`src/rtl/aux_addr_pkg.sv`:
```
// Shared constants, enumerations and carriers of the auxiliary address generator
package aux_addr_pkg;

  // ----------------------------------------------------------------
  // Widths
  // ----------------------------------------------------------------
  localparam int unsigned DATA_W   = 16;
  localparam int unsigned AR_NUM   = 8;
  localparam int unsigned ARP_W    = 3;
  localparam int unsigned PAGE_W   = 9;
  localparam int unsigned OFFS_W   = 7;
  localparam int unsigned IMM8_W   = 8;
  localparam int unsigned CNT_W    = 8;

  // ----------------------------------------------------------------
  // Memory-mapped words at the bottom of data space
  // ----------------------------------------------------------------
  localparam int unsigned  MMR_NUM        = 6;
  localparam logic [15:0]  MMR_SER_RX_OFF = 16'h0000;
  localparam logic [15:0]  MMR_SER_TX_OFF = 16'h0001;
  localparam logic [15:0]  MMR_TIM_CNT_OFF = 16'h0002;
  localparam logic [15:0]  MMR_TIM_PRD_OFF = 16'h0003;
  localparam logic [15:0]  MMR_IRQ_MSK_OFF = 16'h0004;
  localparam logic [15:0]  MMR_GMEM_OFF   = 16'h0005;
  localparam logic [15:0]  MMR_LAST_OFF   = 16'h0005;
  localparam logic [15:0]  MMR_IRQ_MSK_MASK = 16'h003F;
  localparam logic [15:0]  MMR_GMEM_MASK  = 16'h00FF;
  localparam logic [15:0]  MMR_RESET      = 16'h0000;

  // ----------------------------------------------------------------
  // On-chip RAM blocks in data space, program-space view of block zero
  // ----------------------------------------------------------------
  localparam logic [15:0] RAM_B2_LO   = 16'h0060;
  localparam logic [15:0] RAM_B2_HI   = 16'h007F;
  localparam logic [15:0] RAM_B01_LO  = 16'h0200;
  localparam logic [15:0] RAM_B01_HI  = 16'h03FF;
  localparam logic [15:0] PROG_B0_LO  = 16'hFF00;
  localparam logic [15:0] AR_RESET    = 16'h0000;

  // ----------------------------------------------------------------
  // Enumerations
  // ----------------------------------------------------------------
  typedef enum logic [3:0] {
    AUX_HOLD    = 4'b0000,
    AUX_INC     = 4'b0001,
    AUX_DEC     = 4'b0010,
    AUX_ADD_IDX = 4'b0011,
    AUX_SUB_IDX = 4'b0100,
    AUX_ADD_IMM = 4'b0101,
    AUX_SUB_IMM = 4'b0110,
    AUX_ADD_RC  = 4'b0111,
    AUX_SUB_RC  = 4'b1000
  } aux_op_type;

  typedef enum logic [1:0] {
    CMP_EQ = 2'b00,
    CMP_LT = 2'b01,
    CMP_GT = 2'b10,
    CMP_NE = 2'b11
  } cmp_type;

  typedef enum logic [1:0] {
    LD_DATA  = 2'b00,
    LD_SHORT = 2'b01,
    LD_LONG  = 2'b10
  } load_src_type;

  typedef enum logic [1:0] {
    XF_DATA_BLK = 2'b00,
    XF_PROG_BLK = 2'b01,
    XF_TBL_RD   = 2'b10,
    XF_TBL_WR   = 2'b11
  } xfer_kind_type;

  typedef enum logic [0:0] {
    XS_IDLE = 1'b0,
    XS_RUN  = 1'b1
  } xfer_state_type;

  // ----------------------------------------------------------------
  // Carriers
  // ----------------------------------------------------------------
  typedef struct packed {
    logic        valid;
    logic        indirect;
    aux_op_type  op;
    logic [15:0] word;
  } instr_type;

  typedef struct packed {
    logic [15:0] ser_rx;
    logic [15:0] ser_tx;
    logic [15:0] tim_cnt;
    logic [15:0] tim_prd;
    logic [5:0]  irq_mask;
    logic [7:0]  gmem;
  } mmr_type;

endpackage : aux_addr_pkg

```
`src/rtl/aux_address_generator.sv`:
```
// Auxiliary register file, address arithmetic, data address select and move control
`timescale 1ns/10ps

module aux_address_generator
  import aux_addr_pkg::*;
#(
  parameter int unsigned XFER_CNT_W = aux_addr_pkg::CNT_W
)(
  // Clock and reset
  input  wire logic                         core_clk_i,
  input  wire logic                         nrst_i,
  // Instruction decoder
  input  wire aux_addr_pkg::instr_type      instr_i,
  input  wire logic [15:0]                  prog_word_i,
  input  wire logic                         ar_load_i,
  input  wire logic [2:0]                   ar_load_idx_i,
  input  wire aux_addr_pkg::load_src_type   ar_load_src_i,
  input  wire logic                         arp_load_i,
  input  wire logic                         arp_load_src_i,
  input  wire logic                         page_load_i,
  input  wire logic                         ptr_save_i,
  input  wire logic                         ptr_restore_i,
  input  wire aux_addr_pkg::cmp_type        cmp_mode_i,
  input  wire logic                         shift_move_i,
  input  wire logic                         mac_move_i,
  input  wire logic                         ltd_move_i,
  // Data memory side
  input  wire logic [15:0]                  data_word_i,
  input  wire logic                         data_wr_i,
  input  wire logic [15:0]                  data_wdata_i,
  output logic [15:0]                       data_addr_o,
  output logic                              move_wr_o,
  output logic [15:0]                       move_addr_o,
  output logic [15:0]                       ar_store_o,
  output logic [15:0]                       mmr_rdata_o,
  output logic                              mmr_hit_o,
  output aux_addr_pkg::mmr_type             mmr_o,
  // Branch conditions and pointers
  output logic                              cmp_true_o,
  output logic                              ar_nonzero_o,
  output logic [2:0]                        arp_o,
  output logic [2:0]                        arb_o,
  // Block and table transfers
  input  wire logic                         xfer_start_i,
  input  wire aux_addr_pkg::xfer_kind_type  xfer_kind_i,
  input  wire logic [XFER_CNT_W-1:0]        xfer_count_i,
  input  wire logic                         prog_b0_i,
  output logic [15:0]                       xfer_addr_o,
  output logic                              xfer_rd_data_o,
  output logic                              xfer_rd_prog_o,
  output logic                              xfer_wr_prog_o,
  output logic                              xfer_busy_o,
  output logic                              xfer_refused_o
);

  // ----------------------------------------------------------------
  // Helpers
  // ----------------------------------------------------------------
  function automatic logic [15:0] rev16(input logic [15:0] v);
    logic [15:0] r;
    r = 16'h0000;
    for (int i = 0; i < 16; i++)
      r[i] = v[15-i];
    return r;
  endfunction : rev16

  function automatic logic in_ram(input logic [15:0] a);
    return ((a >= RAM_B2_LO) && (a <= RAM_B2_HI)) || ((a >= RAM_B01_LO) && (a <= RAM_B01_HI));
  endfunction : in_ram

  // ----------------------------------------------------------------
  // State
  // ----------------------------------------------------------------
  logic [15:0]             ar_q [AR_NUM];
  logic [2:0]              arp_q;
  logic [2:0]              arb_q;
  logic [PAGE_W-1:0]       page_q;
  logic [15:0]             mmr_q [MMR_NUM];
  logic [15:0]             mmr_rdata_q;
  xfer_state_type          xs_q;
  xfer_kind_type           xkind_q;
  logic [15:0]             xaddr_q;
  logic [XFER_CNT_W-1:0]   xcnt_q;
  logic                    xref_q;

  // ----------------------------------------------------------------
  // Auxiliary arithmetic
  // ----------------------------------------------------------------
  wire logic [15:0] cur_ar    = ar_q[arp_q];
  wire logic [15:0] idx_ar    = ar_q[0];
  wire logic [15:0] imm8      = {8'h00, instr_i.word[IMM8_W-1:0]};
  wire logic [15:0] rc_sum    = rev16(rev16(cur_ar) + rev16(idx_ar));
  wire logic [15:0] rc_diff   = rev16(rev16(cur_ar) - rev16(idx_ar));
  logic [15:0]      ar_next;

  // Plain 16-bit adders wrap on their own; no carry leaves this unit
  always_comb
  begin
    case (instr_i.op)
      AUX_INC:     ar_next = cur_ar + 16'h0001;
      AUX_DEC:     ar_next = cur_ar - 16'h0001;
      AUX_ADD_IDX: ar_next = cur_ar + idx_ar;
      AUX_SUB_IDX: ar_next = cur_ar - idx_ar;
      AUX_ADD_IMM: ar_next = cur_ar + imm8;
      AUX_SUB_IMM: ar_next = cur_ar - imm8;
      AUX_ADD_RC:  ar_next = rc_sum;
      AUX_SUB_RC:  ar_next = rc_diff;
      AUX_HOLD:    ar_next = cur_ar;
      default:     ar_next = cur_ar;
    endcase
  end

  // Post-modify only when the selected register addressed the operand
  wire logic post_mod = instr_i.valid && instr_i.indirect;

  // ----------------------------------------------------------------
  // Loads of registers and pointer
  // ----------------------------------------------------------------
  logic [15:0] ar_load_val;
  always_comb
  begin
    case (ar_load_src_i)
      LD_DATA:  ar_load_val = data_word_i;
      LD_SHORT: ar_load_val = imm8;
      LD_LONG:  ar_load_val = prog_word_i;
      default:  ar_load_val = data_word_i;
    endcase
  end

  wire logic [2:0] arp_load_val = arp_load_src_i ? data_word_i[2:0] : instr_i.word[2:0];

  // Explicit load of the selected register beats its own post-modify
  always_ff @(posedge core_clk_i or negedge nrst_i)
  begin
    if (!nrst_i)
    begin
      for (int i = 0; i < AR_NUM; i++)
        ar_q[i] <= AR_RESET;
    end
    else
    begin
      if (post_mod)
        ar_q[arp_q] <= ar_next;
      if (ar_load_i)
        ar_q[ar_load_idx_i] <= ar_load_val;
    end
  end

  wire logic [2:0] arp_d = ptr_restore_i ? arb_q : (arp_load_i ? arp_load_val : arp_q);

  always_ff @(posedge core_clk_i or negedge nrst_i)
  begin
    if (!nrst_i)
    begin
      arp_q  <= 3'h0;
      arb_q  <= 3'h0;
      page_q <= 9'h000;
    end
    else
    begin
      arp_q <= arp_d;
      if (ptr_save_i)
        arb_q <= arp_q;
      if (page_load_i)
        page_q <= instr_i.word[PAGE_W-1:0];
    end
  end

  // ----------------------------------------------------------------
  // Data address select
  // ----------------------------------------------------------------
  wire logic [15:0] direct_addr = {page_q, instr_i.word[OFFS_W-1:0]};
  wire logic [15:0] indirect_addr = cur_ar;

  assign data_addr_o = instr_i.indirect ? indirect_addr : direct_addr;
  assign ar_store_o  = cur_ar;
  assign arp_o       = arp_q;
  assign arb_o       = arb_q;

  // ----------------------------------------------------------------
  // Branch conditions
  // ----------------------------------------------------------------
  logic cmp_res;
  always_comb
  begin
    case (cmp_mode_i)
      CMP_EQ:  cmp_res = (cur_ar == idx_ar);
      CMP_LT:  cmp_res = (cur_ar <  idx_ar);
      CMP_GT:  cmp_res = (cur_ar >  idx_ar);
      CMP_NE:  cmp_res = (cur_ar != idx_ar);
      default: cmp_res = 1'b0;
    endcase
  end

  assign cmp_true_o   = cmp_res;
  assign ar_nonzero_o = (cur_ar != 16'h0000);

  // ----------------------------------------------------------------
  // Data shift move
  // ----------------------------------------------------------------
  wire logic [15:0] move_dst  = data_addr_o + 16'h0001;
  wire logic        move_req  = instr_i.valid && (shift_move_i || mac_move_i || ltd_move_i);
  // Off-chip words and RAM edges are left alone; B0 to B1 is contiguous
  wire logic        move_ok   = in_ram(data_addr_o) && in_ram(move_dst);

  assign move_wr_o   = move_req && move_ok;
  assign move_addr_o = move_dst;

  // ----------------------------------------------------------------
  // Memory-mapped words
  // ----------------------------------------------------------------
  wire logic        mmr_hit  = (data_addr_o <= MMR_LAST_OFF);
  wire logic [2:0]  mmr_idx  = data_addr_o[2:0];
  wire logic [15:0] mmr_mask = (data_addr_o == MMR_IRQ_MSK_OFF) ? MMR_IRQ_MSK_MASK :
                               (data_addr_o == MMR_GMEM_OFF)    ? MMR_GMEM_MASK : 16'hFFFF;

  always_ff @(posedge core_clk_i or negedge nrst_i)
  begin
    if (!nrst_i)
    begin
      for (int i = 0; i < MMR_NUM; i++)
        mmr_q[i] <= MMR_RESET;
      mmr_rdata_q <= MMR_RESET;
    end
    else
    begin
      if (data_wr_i && mmr_hit)
        mmr_q[mmr_idx] <= data_wdata_i & mmr_mask;
      mmr_rdata_q <= mmr_hit ? mmr_q[mmr_idx] : 16'h0000;
    end
  end

  assign mmr_rdata_o = mmr_rdata_q;
  assign mmr_hit_o   = mmr_hit;
  assign mmr_o       = '{ser_rx:   mmr_q[0],
                         ser_tx:   mmr_q[1],
                         tim_cnt:  mmr_q[2],
                         tim_prd:  mmr_q[3],
                         irq_mask: mmr_q[4][5:0],
                         gmem:     mmr_q[5][7:0]};

  // ----------------------------------------------------------------
  // Block and table transfers
  // ----------------------------------------------------------------
  // Start address arrives as the long immediate that follows the opcode
  wire logic refuse_src = (xfer_kind_i == XF_DATA_BLK) && (prog_word_i <= MMR_LAST_OFF);
  wire logic refuse_dst = (xfer_kind_i == XF_TBL_WR) && prog_b0_i && (prog_word_i >= PROG_B0_LO);
  wire logic start_ok   = xfer_start_i && (xs_q == XS_IDLE) && !refuse_src && !refuse_dst;
  wire logic last_word  = (xcnt_q == '0);
  wire logic run        = (xs_q == XS_RUN);

  always_ff @(posedge core_clk_i or negedge nrst_i)
  begin
    if (!nrst_i)
    begin
      xs_q    <= XS_IDLE;
      xkind_q <= XF_DATA_BLK;
      xaddr_q <= 16'h0000;
      xcnt_q  <= '0;
      xref_q  <= 1'b0;
    end
    else
    begin
      xref_q <= xfer_start_i && (xs_q == XS_IDLE) && (refuse_src || refuse_dst);
      case (xs_q)
        XS_IDLE:
        begin
          if (start_ok)
          begin
            xs_q    <= XS_RUN;
            xkind_q <= xfer_kind_i;
            xaddr_q <= prog_word_i;
            xcnt_q  <= xfer_count_i;
          end
        end
        XS_RUN:
        begin
          // One word per cycle; the repeat count says how many follow
          xaddr_q <= xaddr_q + 16'h0001;
          xcnt_q  <= xcnt_q - 1'b1;
          if (last_word)
            xs_q <= XS_IDLE;
        end
        default: xs_q <= XS_IDLE;
      endcase
    end
  end

  assign xfer_addr_o    = xaddr_q;
  assign xfer_busy_o    = run;
  assign xfer_refused_o = xref_q;
  assign xfer_rd_data_o = run && (xkind_q == XF_DATA_BLK || xkind_q == XF_TBL_WR);
  assign xfer_rd_prog_o = run && (xkind_q == XF_PROG_BLK || xkind_q == XF_TBL_RD);
  assign xfer_wr_prog_o = run && (xkind_q == XF_TBL_WR);
endmodule : aux_address_generator

```
`config.mk`:
```
export PLATFORM = sky130hd
export DESIGN_NAME = aux_address_generator
export DESIGN_NICKNAME = d
export VERILOG_FILES = /design/src/rtl/aux_addr_pkg.sv /design/src/rtl/aux_address_generator.sv
export SDC_FILE = /design/constraint.sdc
export NUM_CORES = 1
export LEC_CHECK = 0
export ABC_AREA = 1
export BUFFER_PORTS_ARGS = -buffer_cell sky130_fd_sc_hd__buf_2
export CORE_ASPECT_RATIO = 0.9
export CORE_MARGIN = 5
export CORE_UTILIZATION = 56
export DETAILED_ROUTE_END_ITERATION = 16
export PLACE_DENSITY = 0.77
export SYNTH_ARGS = -nofsm -noshare
export SYNTH_HDL_FRONTEND = slang
export SYNTH_SLANG_ARGS = --single-unit
```
`constraint.sdc`:
```
create_clock -name core_clk_i -period 5.27 [get_ports core_clk_i]
set_input_delay 1.054 -clock core_clk_i [delete_from_list [all_inputs] [get_ports core_clk_i]]
set_output_delay 1.054 -clock core_clk_i [all_outputs]
set_load 0.005 [all_outputs]
```
After elaboration in Yosys (flattened, before gate mapping)
Index checks and enable logic that the tools add are counted.
W data, S select, Z words.
- bits in latches: 0
- RAM bits: 0
- word-level logic and storage cells: 152
- memories kept: 0
- ROM bits: 0
- bits in registers: 283
- eq/ne operators: 22
- reduce and logical (&&, ||, !) cells: 38
- multipliers: 0
- $lt $le $gt $ge: 19
- add/subtract/negate cells: 11
- divide/modulo/power cells: 0
- shifts and indexed selects: 0
- bitwise gates (word level): 5
- mux-type cells: 34
- operators with widths (operator ; count):
    $bwmux W128 ; 2
    $mux W128 ; 2
    $mux W16 ; 12
    $demux W16 S3 ; 3
    $pmux W16 S8 ; 1
    $bmux W16 S3 ; 2
    $bwmux W96 ; 1
    $pmux W16 S2 ; 2
    $add A16 B1 Y16 const B ; 3
    $add A16 B16 Y16 ; 2
    $eq A16 B3 Y1 const B ; 2
    $ge A16 B10 Y1 const B ; 2
    $ge A16 B7 Y1 const B ; 2
    $le A16 B10 Y1 const B ; 2
    $le A16 B3 Y1 const B ; 2
    $le A16 B7 Y1 const B ; 2
    $sub A16 B16 Y16 ; 2
    $logic_and A1 B1 Y1 ; 22
    $add A16 B8 Y16 ; 1
    $and A16 B16 Y16 ; 1
    $eq A16 B16 Y1 ; 1
    $eq A4 B3 Y1 const B ; 4
    $ge A16 B16 Y1 const B ; 1
    $gt A16 B16 Y1 ; 1
    28 further kinds ; 54

Depth between registers and ports, before layout
Gate-level depths: netlist (run 1).
- word-level depth: 11
- mapped depth: 25
- gate-level depth less buffers: 24

Worst setup path before layout (run 1)
No wires, ideal clock.
- path kind: input-to-output
- start point: in instr_i[20] (netlist bit)
- end point: out mmr_hit_o
- setup slack: 0.798 ns
- data arrival time: 3.418 ns
- stages on the path: 11
- cells stage by stage: clkbuf_1 -> inv_1 -> clkbuf_1 -> o21ai_1 -> clkbuf_1 -> ha_1 -> nand3_1 -> a21oi_4 -> nand2_2 -> buf_2 -> inv_1
- word-level cells in the longest chain between the ends: 2
- RTL lines (what ; line ; RTL):
    start, declared ; aux_address_generator.sv:13 ; input wire aux_addr_pkg::instr_type instr_i,
    $mux W16 ; aux_address_generator.sv:175 ; assign data_addr_o = instr_i.indirect ? indirect_addr : direct_addr;
    $le A16 B3 Y1 ; aux_address_generator.sv:212 ; wire logic mmr_hit = (data_addr_o <= MMR_LAST_OFF);
    end, declared ; aux_address_generator.sv:36 ; output logic mmr_hit_o,
Every way passes these cells.

Final worst setup path (run 1)
- start point: reg arp_q[1], in the netlist arp_o[1]
- end point: out cmp_true_o
- word-level cells in the longest chain between the ends: 6
- elaborated cells between the ends (all ways): 9
- RTL lines (what ; line ; RTL):
    start, declared ; aux_address_generator.sv:75 ; logic [2:0] arp_q;
    start signal, assigned ; aux_address_generator.sv:161 ; arp_q <= arp_d;
    $not A3 Y4 (implied by the code) (*) ; aux_address_generator.sv:89 ; wire logic [15:0] cur_ar = ar_q[arp_q];
    $bmux W16 S3 (*) ; aux_address_generator.sv:89 ;
    $mux W16 (implied by the code) (*) (2 in a row) ; aux_address_generator.sv:89 ;
    $gt A16 B16 Y1, or another cell as far along ; aux_address_generator.sv:189 ; CMP_GT: cmp_res = (cur_ar > idx_ar);
    $pmux W1 S4 (*) ; aux_address_generator.sv:186 ; case (cmp_mode_i)
    end, declared ; aux_address_generator.sv:39 ; output logic cmp_true_o,
Every way passes the cells marked *; elsewhere a longest branch is shown, timed or not. The select of a mux whose other input is x is not followed.

==> results of run 1 <==
## cells in the mapped netlist (7+ instances only)
library cell / number / area [µm²]
buf_6: 7 / 78.8
nand4_1: 43 / 269
o221ai_1: 22 / 193
buf_4: 81 / 608
xor2_1: 8 / 70.1
nand3_1: 197 / 986
o21ai_1: 64 / 320
inv_2: 13 / 48.8
nor4_1: 18 / 113
ha_1: 59 / 738
nor3_1: 32 / 160
or2_2: 13 / 81.3
dfrtp_1: 283 / 7080
inv_1: 274 / 1030
a22oi_1: 28 / 210
a31oi_1: 8 / 50.1
nor2_1: 289 / 1080
o21ai_0: 162 / 811
o22ai_1: 21 / 131
nand2_1: 815 / 3060
o2111ai_1: 9 / 78.8
nor2_2: 8 / 50.1
a21oi_1: 333 / 1670
o22a_1: 7 / 61.3
buf_2: 20 / 100
clkbuf_1: 81 / 304
## cell families after synthesis
group | synth area share
AND/OR/NAND/NOR | 0.303
flip-flops | 0.352
XOR/XNOR | 0.00566
AO/OA/AOI/OAI | 0.189
buffers and inverters | 0.109
multiplexers | 0.000560
adder cells (fa/ha/maj) | 0.0407
## flip-flops by register name, summed over array words and instances (netlist names)
register        count
page_q              9
xcnt_q              8
arp_o               3
mmr_q              18
idx_ar             16
arb_o               3
ar_q              112
mmr_o              78
mmr_rdata_o        16
xfer_busy_o         1
xkind_q             2
xfer_refused_o      1
xfer_addr_o        16
## worst register-to-register path, cell delays in order (launching register included)
cell and delay (ns):
dfrtp_1 0.43, inv_1 0.19, ha_1 0.21, nand2_1 0.08, nor3_1 0.20, nand2_1 0.10, nor2_1 0.36, nand3_1 0.17
nor3_1 0.47, nand3_1 0.18, nand2_1 0.09, o21ai_0 0.07, inv_1 0.09, ha_1 0.26, a21oi_1 0.27, o21ai_0 0.13
a31oi_1 0.28, a21oi_1 0.12, o211ai_1 0.22, buf_4 0.22, nand3_1 0.08, a21oi_1 0.18
## layout make-up
| class | instances | share of cell area |
|---|---|---|
| inverter | 289 | 0.0483 |
| clock buffer | 44 | 0.0386 |
| multi-input combinational | 2203 | 0.482 |
| clock inverter | 8 | 0.00548 |
| sequential | 283 | 0.314 |
| antenna | 6 | 0.000664 |
| timing repair buffer | 338 | 0.0858 |
| tap | 469 | 0.0260 |
## stage by stage
stage	hold slack (ns)	TNS, ns
5_1_grt	0.392	-0.00305
2_1_floorplan	0.444	0
3_5_place_dp	0.460	0
6_report	0.352	0
4_1_cts	0.365	0
3_3_place_gp	0.457	0
## where the power goes
part           leakage [µW]  internal (µW)  switching [µW]  total, µW
registers           0.00359           2530             252       2780
logic               0.00756           1510            3350       4860
clock network      0.000480           1240             931       2170
total                0.0116           5280            4530       9820
## final timing paths
kind	slack [ns]	startpoint	to	cells after the start
max in group asynchronous	3.72	nrst_i	mmr_o[4]	2
hold / removal	0.35	nrst_i	xfer_addr_o[15]	1
setup reg to reg	0.77	idx_ar[1]	ar_q[61]	21
hold reg to reg	0.47	mmr_q[27]	mmr_q[27]	2
min in group core_clk_i	0.47	mmr_q[27]	mmr_q[27]	2
setup / recovery	0.25	arp_o[1]	cmp_true_o	15
## what timing repair did
action,in CTS,in global routing
gates cloned,0,0
endpoints found under the setup margin,1,9
pin swaps,0,2
resized for setup,2,23
hold buffers,0,0
## cell usage in the layout, fill, tap and decap left out, drive strengths merged, types with 5 or more instances in the layout
master / n
or2: 13
o22a: 7
xnor2: 5
nand4: 50
o21bai: 5
a31oi: 8
nor2: 298
o21ai: 226
ha: 59
dfrtp: 283
nor4: 20
a21oi: 335
clkbuf: 44
buf: 338
nand3b: 6
o22ai: 21
nand3: 199
inv: 287
o2111ai: 9
o221ai: 22
xor2: 8
nor3: 33
a22oi: 28
diode: 6
clkinv: 6
nand2: 819
## routing by layer
layer | global-route usage | vias to the layer above | wire, µm
met5 | 0.0185 | - | 109
met4 | 0.151 | 4 | 3530
met3 | 0.105 | 254 | 11200
met2 | 0.575 | 1566 | 34100
met1 | 0.556 | 10500 | 32200
li1 | - | 10200 | -
==> results by group, run 1 <==
Outcome
  – Status: completed

Layout
  – Fin util: 0.640
  – Area grow syn2layout: 12.3%
  – Final std cells w/o fill: 3640
  – Layout fillers: 3289
  – Final net count: 3309
  – Fraction of layout cells with a size suffix above 1: 0.142
  – Area of the multi-input gates: 10900 µm²
  – Post-route cell area: about 23000 µm²
  – FF/Latch Area: roughly 7100 µm²

Critical path
  – CP Max Fanout: 18
  – Kind of critical path: reg2out
  – WP data arrival: 3.96 ns
  – Crit path cell chain: inv_2 -> nand3_1 -> o21ai_0 -> nor2_1 -> nand2_1 -> ha_2 -> inv_1 -> o21ai_0 -> a31oi_1 -> inv_1 -> a211oi_2 -> nor2_1 -> a211oi_1 -> nor2_1 -> buf_2
  – Critical Path Max Stage Delay: 0.41 ns
  – Worst path slowest cell: dfrtp_1
  – Delay-heaviest family, CP: compound AO/OA/AOI/OAI gates
  – Nature of the critical path startpoint: flop
  – Crit end category: primary output
  – Worst Path Required: 4.22 ns
  – Buf+Inv Stages, Crit Path: 4
  – Most used cell, CP: nor2_1

Min path
  – Worst hold path class: in2async

Clocking
  – Reg clk slew, reported paths: 0.06 ns
  – CTS tree: done
  – Postcts setup bufs: 0
  – CTS Buf Count: 30
  – Clock Sinks: between 200 and 300
  – H-tree Lvls: 1
  – Worst skew pair latency: 0.60 ns
  – Clk buf depth: 3
  – CTS root buf: clkbuf_16

Floorplan
  – Rows: 65
  – Initial Utilization: 0.570
  – Die Area: roughly 40000 µm²
  – Die W: between 200 and 250 µm
  – I/O pin total: about 270
  – Die H: 190 µm
  – Core outline area: 35300 µm²

Route
  – Initial DRC count: 2917
  – Total Wirelength: 81.1 mm
  – Residual DRC count: 0
  – Via density per instance: 6.17
  – Wire per inst: 22.3 µm
  – Post-route ant nets: 0
  – Drt first pass iters: 6
  – Via count: 22500

Power and ir drop
  – VDD IR max: 0.237 mV
  – Leakage: 0.0116 µW
  – Cell Pwr Density: 434 nW/µm²
  – Total power: 9820 µW

Place
  – Gpl congestion: 1.01
  – Placed Area: 21500 µm²
  – # placed instances: 3582
  – Placement Setup Slack: roughly 0.28 ns
  – Final HPWL DP: 60.5 mm
  – PortBufs: 266

Timing
  – Final worst path period share: 0.952
  – Slew headroom: 0.0946
  – RSZ-0062 raised after global routing: yes
  – Hold Vio Cnt, Final: 0
  – Tightest Pin Transition: ~1.4 ns
  – FMAX: 0.199 GHz
  – Clock skew: 0.0326 ns
  – Setup-failing EPs final: 0
  – Setup ws final: 0.254 ns
  – Min cycle time layout: 5.02 ns
  – Slew Limit Fails: 0

Synthesis
  – EDFF count, synth: 0
  – Ys flop type: dfrtp_1
  – Mapped Cells: just under 3000
  – Post-Syn Area: 20100 µm²
  – Ys async rst share: 1.00
  – Seq/Total Area, Yosys: 0.352
  – Seq cells post-synth: 283
  – Syn Nets: approximately 3100
  – Library cells used by synthesis: 58
  – Mean area per synthesized cell: 6.77 µm²
  – Synth Warn #: 0

GRT
  – First-pass GRT wire length: 123 mm
  – Initial antenna violation count: 7
  – Gr ovfl total: 0
  – Vias in the first global route: 21200
  – All-Layer GR Usage: 0.392
  – Largest net degree at the start of global routing: between 100 and 150

Run
  – Maximum capacitance violations: 0
Power figures use the tool's default switching activity.
==> inputs of run 2 (changes only) <==
--- a/config.mk
+++ b/config.mk
@@ -5,13 +5,14 @@
 export SDC_FILE = /design/constraint.sdc
 export NUM_CORES = 1
 export LEC_CHECK = 0
-export ABC_AREA = 1
 export BUFFER_PORTS_ARGS = -buffer_cell sky130_fd_sc_hd__buf_2
 export CORE_ASPECT_RATIO = 0.9
 export CORE_MARGIN = 5
 export CORE_UTILIZATION = 56
 export DETAILED_ROUTE_END_ITERATION = 16
+export MAX_ROUTING_LAYER = met4
 export PLACE_DENSITY = 0.77
+export SLEW_MARGIN = 5
 export SYNTH_ARGS = -nofsm -noshare
 export SYNTH_HDL_FRONTEND = slang
 export SYNTH_SLANG_ARGS = --single-unit
==> run 2 against run 1 <==
  * Synthesized cell count shrank 23%
  * Non-clock buffer count grew 50
  * Global-route usage shrank 1.5 points
  * Largest cell class unchanged
  * Clock power grew 8%
  * Combinational power grew 26%
  * Via count shrank 11%
  * Largest power group unchanged
  * Worst hold slack gained 0.098 ns
==> results by group, run 2 <==
Floorplan
  – Die W: 206 µm
  – Die H: 187 µm
  – Die Area: a little under 40000 µm²
  – Core outline area: 34100 µm²
  – I/O pin total: between 200 and 300
  – Rows: 64
  – Initial Utilization: 0.569

Critical path
  – Kind of critical path: reg2out
  – Crit path cell chain: buf_12 -> or2_2 -> o22a_1 -> and2_1 -> buf_4 -> a21o_1 -> or4_1 -> nor2_1 -> and3_1 -> xnor2_1 -> a2111oi_2 -> buf_2
  – WP data arrival: 4.15 ns
  – Crit end category: primary output
  – Nature of the critical path startpoint: flop
  – CP Max Fanout: 28
  – Critical Path Max Stage Delay: 0.62 ns
  – Buf+Inv Stages, Crit Path: 3
  – Worst Path Required: 4.22 ns
  – Delay-heaviest family, CP: simple AND/OR/NAND/NOR gates
  – Worst path slowest cell: or4_1

Synthesis
  – Ys async rst share: 1.00
  – Ys flop type: dfrtp_1
  – Synth top area share: 0.365
  – Largest area contributor in the synthesized netlist: dfrtp_1
  – Seq cells post-synth: 283
  – Seq/Total Area, Yosys: 0.365
  – EDFF count, synth: 0
  – Mapped Cells: about 2300
  – Synth Warn #: 0
  – Cell with the most instances after synthesis: dfrtp_1
  – Post-synth top cells: dfrtp_1 (283), nand2_1 (266), o21ai_0 (204), nor2_1 (200), a21oi_1 (131)
  – Library cells used by synthesis: 80
  – Mean area per synthesized cell: ~8.5 µm²
  – Ranking of synthesized cells by area: dfrtp_1 (37%), o21ai_0 (5.3%), nand2_1 (5.1%)
  – Post-Syn Area: 19400 µm²
  – Syn Nets: 2444

Route
  – Post-route ant nets: 0
  – Initial DRC count: around 2800
  – Via density per instance: 6.67
  – Via count: 19900
  – Wire per inst: roughly 25 µm
  – Residual DRC count: 0
  – Drt first pass iters: 6
  – Total Wirelength: 73.2 mm

Timing
  – Slew headroom: 0.240
  – Clock skew: about 0.022 ns
  – Final worst path period share: 0.988
  – Tightest Pin Transition: roughly 1.1 ns
  – Setup-failing EPs final: 0
  – Hold Vio Cnt, Final: 0
  – Min cycle time layout: around 5.2 ns
  – Slew Limit Fails: 0
  – Setup TNS: 0 ns
  – Setup ws final: 0.0625 ns
  – FMAX: 0.192 GHz

GRT
  – Gr ovfl total: 0
  – Met1 Track Usage GR: 0.527
  – GR met3 Demand/Resource: 0.0949
  – Largest net degree at the start of global routing: around 120
  – All-Layer GR Usage: 0.377
  – Initial antenna violation count: 5
  – Vias in the first global route: 18800
  – Gr busiest metal: met2
  – First-pass GRT wire length: around 110 mm
  – Met2 usage: 0.533

Layout
  – Area grow syn2layout: 15.3%
  – Final net count: 2654
  – Max reg flops: about 110
  – Layout fillers: 2857
  – Commonest non-fill, non-tap cell in the layout: dfrtp_1
  – Fin util: 0.655
  – Commonest non-fill, non-tap cells in the layout: dfrtp_1 (280), nand2_1 (265), buf_2 (265)
  – Final std cells w/o fill: 2982
  – Fraction of layout cells with a size suffix above 1: 0.225
  – Largest Register: ar_q

Power and ir drop
  – Sw Share: 0.442
  – Leakage: ~0.010 µW
  – Cell Pwr Density: roughly 510 nW/µm²
  – Clock power share: 0.206
  – VDD IR max: 0.362 mV
  – Cell Int Power: 6360 µW
  – Logic pwr share: 0.538
  – Total power: 11400 µW
  – Fraction of power consumed by sequential logic: 0.256
  – Sw power: between 5000 and 6000 µW

Run
  – Maximum capacitance violations: 0

Clocking
  – Reg clk slew, reported paths: 0.06 ns
  – H-tree Lvls: 1
  – CTS tree: done
  – Clock Sinks: 283
  – Worst skew pair latency: approximately 0.60 ns
  – Clk buf depth: 3
  – CTS root buf: clkbuf_16
  – CTS Buf Count: 31
  – # hold bufs at CTS: 0

Place
  – # placed instances: between 2000 and 3000
  – PortBufs: 266
  – Final HPWL DP: 53.9 mm
  – Gpl congestion: ~1.0
  – Placement Setup Slack: 0.141 ns

Min path
  – Worst hold path class: in2async

Outcome
  – Status: completed
==> run 2: cell count changes in the layout (fill, tap and decap cells not counted), sizes merged, moves of 53 or more <==
| cell | change |
|---|---|
| nand3 | -124 |
| a21oi | -203 |
| nor2 | -98 |
| mux2 | +66 |
| inv | -218 |
| mux2i | +53 |
| nand2 | -553 |
==> run 2: layout make-up <==
cell class,count,area [µm²],area share
Tap cell,462,578,0.0259
Clock buffer,41,893,0.0400
Antenna cell,6,15.0,0.000672
Sequential cell,283,7090,0.317
Clock inverter,16,210,0.00940
Timing Repair Buffer,388,2320,0.104
Inverter,67,251,0.0112
Multi-Input combinational cell,1719,11000,0.492
==> run 2: worst paths after layout <==
path	from	to	slack, ns	depth (start not counted)
worst max register to register	arp_o[0]	ar_q[79]	0.40	15
min in group core_clk_i	mmr_q[25]	mmr_q[25]	0.48	2
worst min register to register	mmr_q[25]	mmr_q[25]	0.48	2
max in group asynchronous	nrst_i	arp_o[1]	3.50	2
worst min-delay path	nrst_i	ar_q[111]	0.45	1
worst max-delay path	arp_o[1]	move_wr_o	0.06	12
==> run 2: timing repair <==
action                                  4_1_cts  5_1_grt
endpoints found under the setup margin        3        3
pin swaps                                     0        2
buffers inserted                              3        4
gates resized for setup                       9       20
cloned                                        0        1
==> run 2: kinds of logic after synthesis <==
kind of cell             share of synthesized area
adder cells (fa/ha/maj)                     0.0422
buffers and inverters                       0.0734
AO/OA/AOI/OAI                                0.227
AND/OR/NAND/NOR                              0.182
flip-flops                                   0.365
XOR/XNOR                                    0.0289
multiplexers                                0.0813
==> run 2: power groups by stage <==
| stage | combinational (µW) | sequential, µW | clock (µW) |
|---|---|---|---|
| CTS | 5820 | 2890 | 2350 |
| global placement | 5670 | 2910 | 0 |
| global route | 6540 | 2950 | 2440 |
| finish | 6130 | 2920 | 2340 |
| detailed placement | 5750 | 2930 | 0 |
| floorplan | 3680 | 2800 | 0 |
==> run 2: worst register-to-register path, cell delays in order (launching register included) <==
cell and delay [ns]:
dfrtp_4 0.56, nor2b_1 0.43, a22oi_1 0.19, nor2_1 0.31, nor2_1 0.09, o21ai_1 0.27
buf_4 0.25, ha_1 0.30, nor2b_1 0.17, o31a_1 0.31, o21ai_0 0.40, o221ai_1 0.23
a211o_1 0.29, a31oi_1 0.27, o21a_1 0.49, o31ai_1 0.16
==> run 2: metal layers <==
layer | up-vias | share of wire
met5 | - | 0
met4 | 0 | 0.044
met3 | 255 | 0.12
met2 | 1356 | 0.43
met1 | 9617 | 0.40
li1 | 8668 | -
==> run 2: metrics by stage <==
step           hold WS [ns]  cell area [µm²]
2_1_floorplan         0.444            19400
3_3_place_gp          0.458            21100
3_5_place_dp          0.466            21100
4_1_cts               0.484            22200
5_1_grt               0.506            22400
6_report              0.450            22400
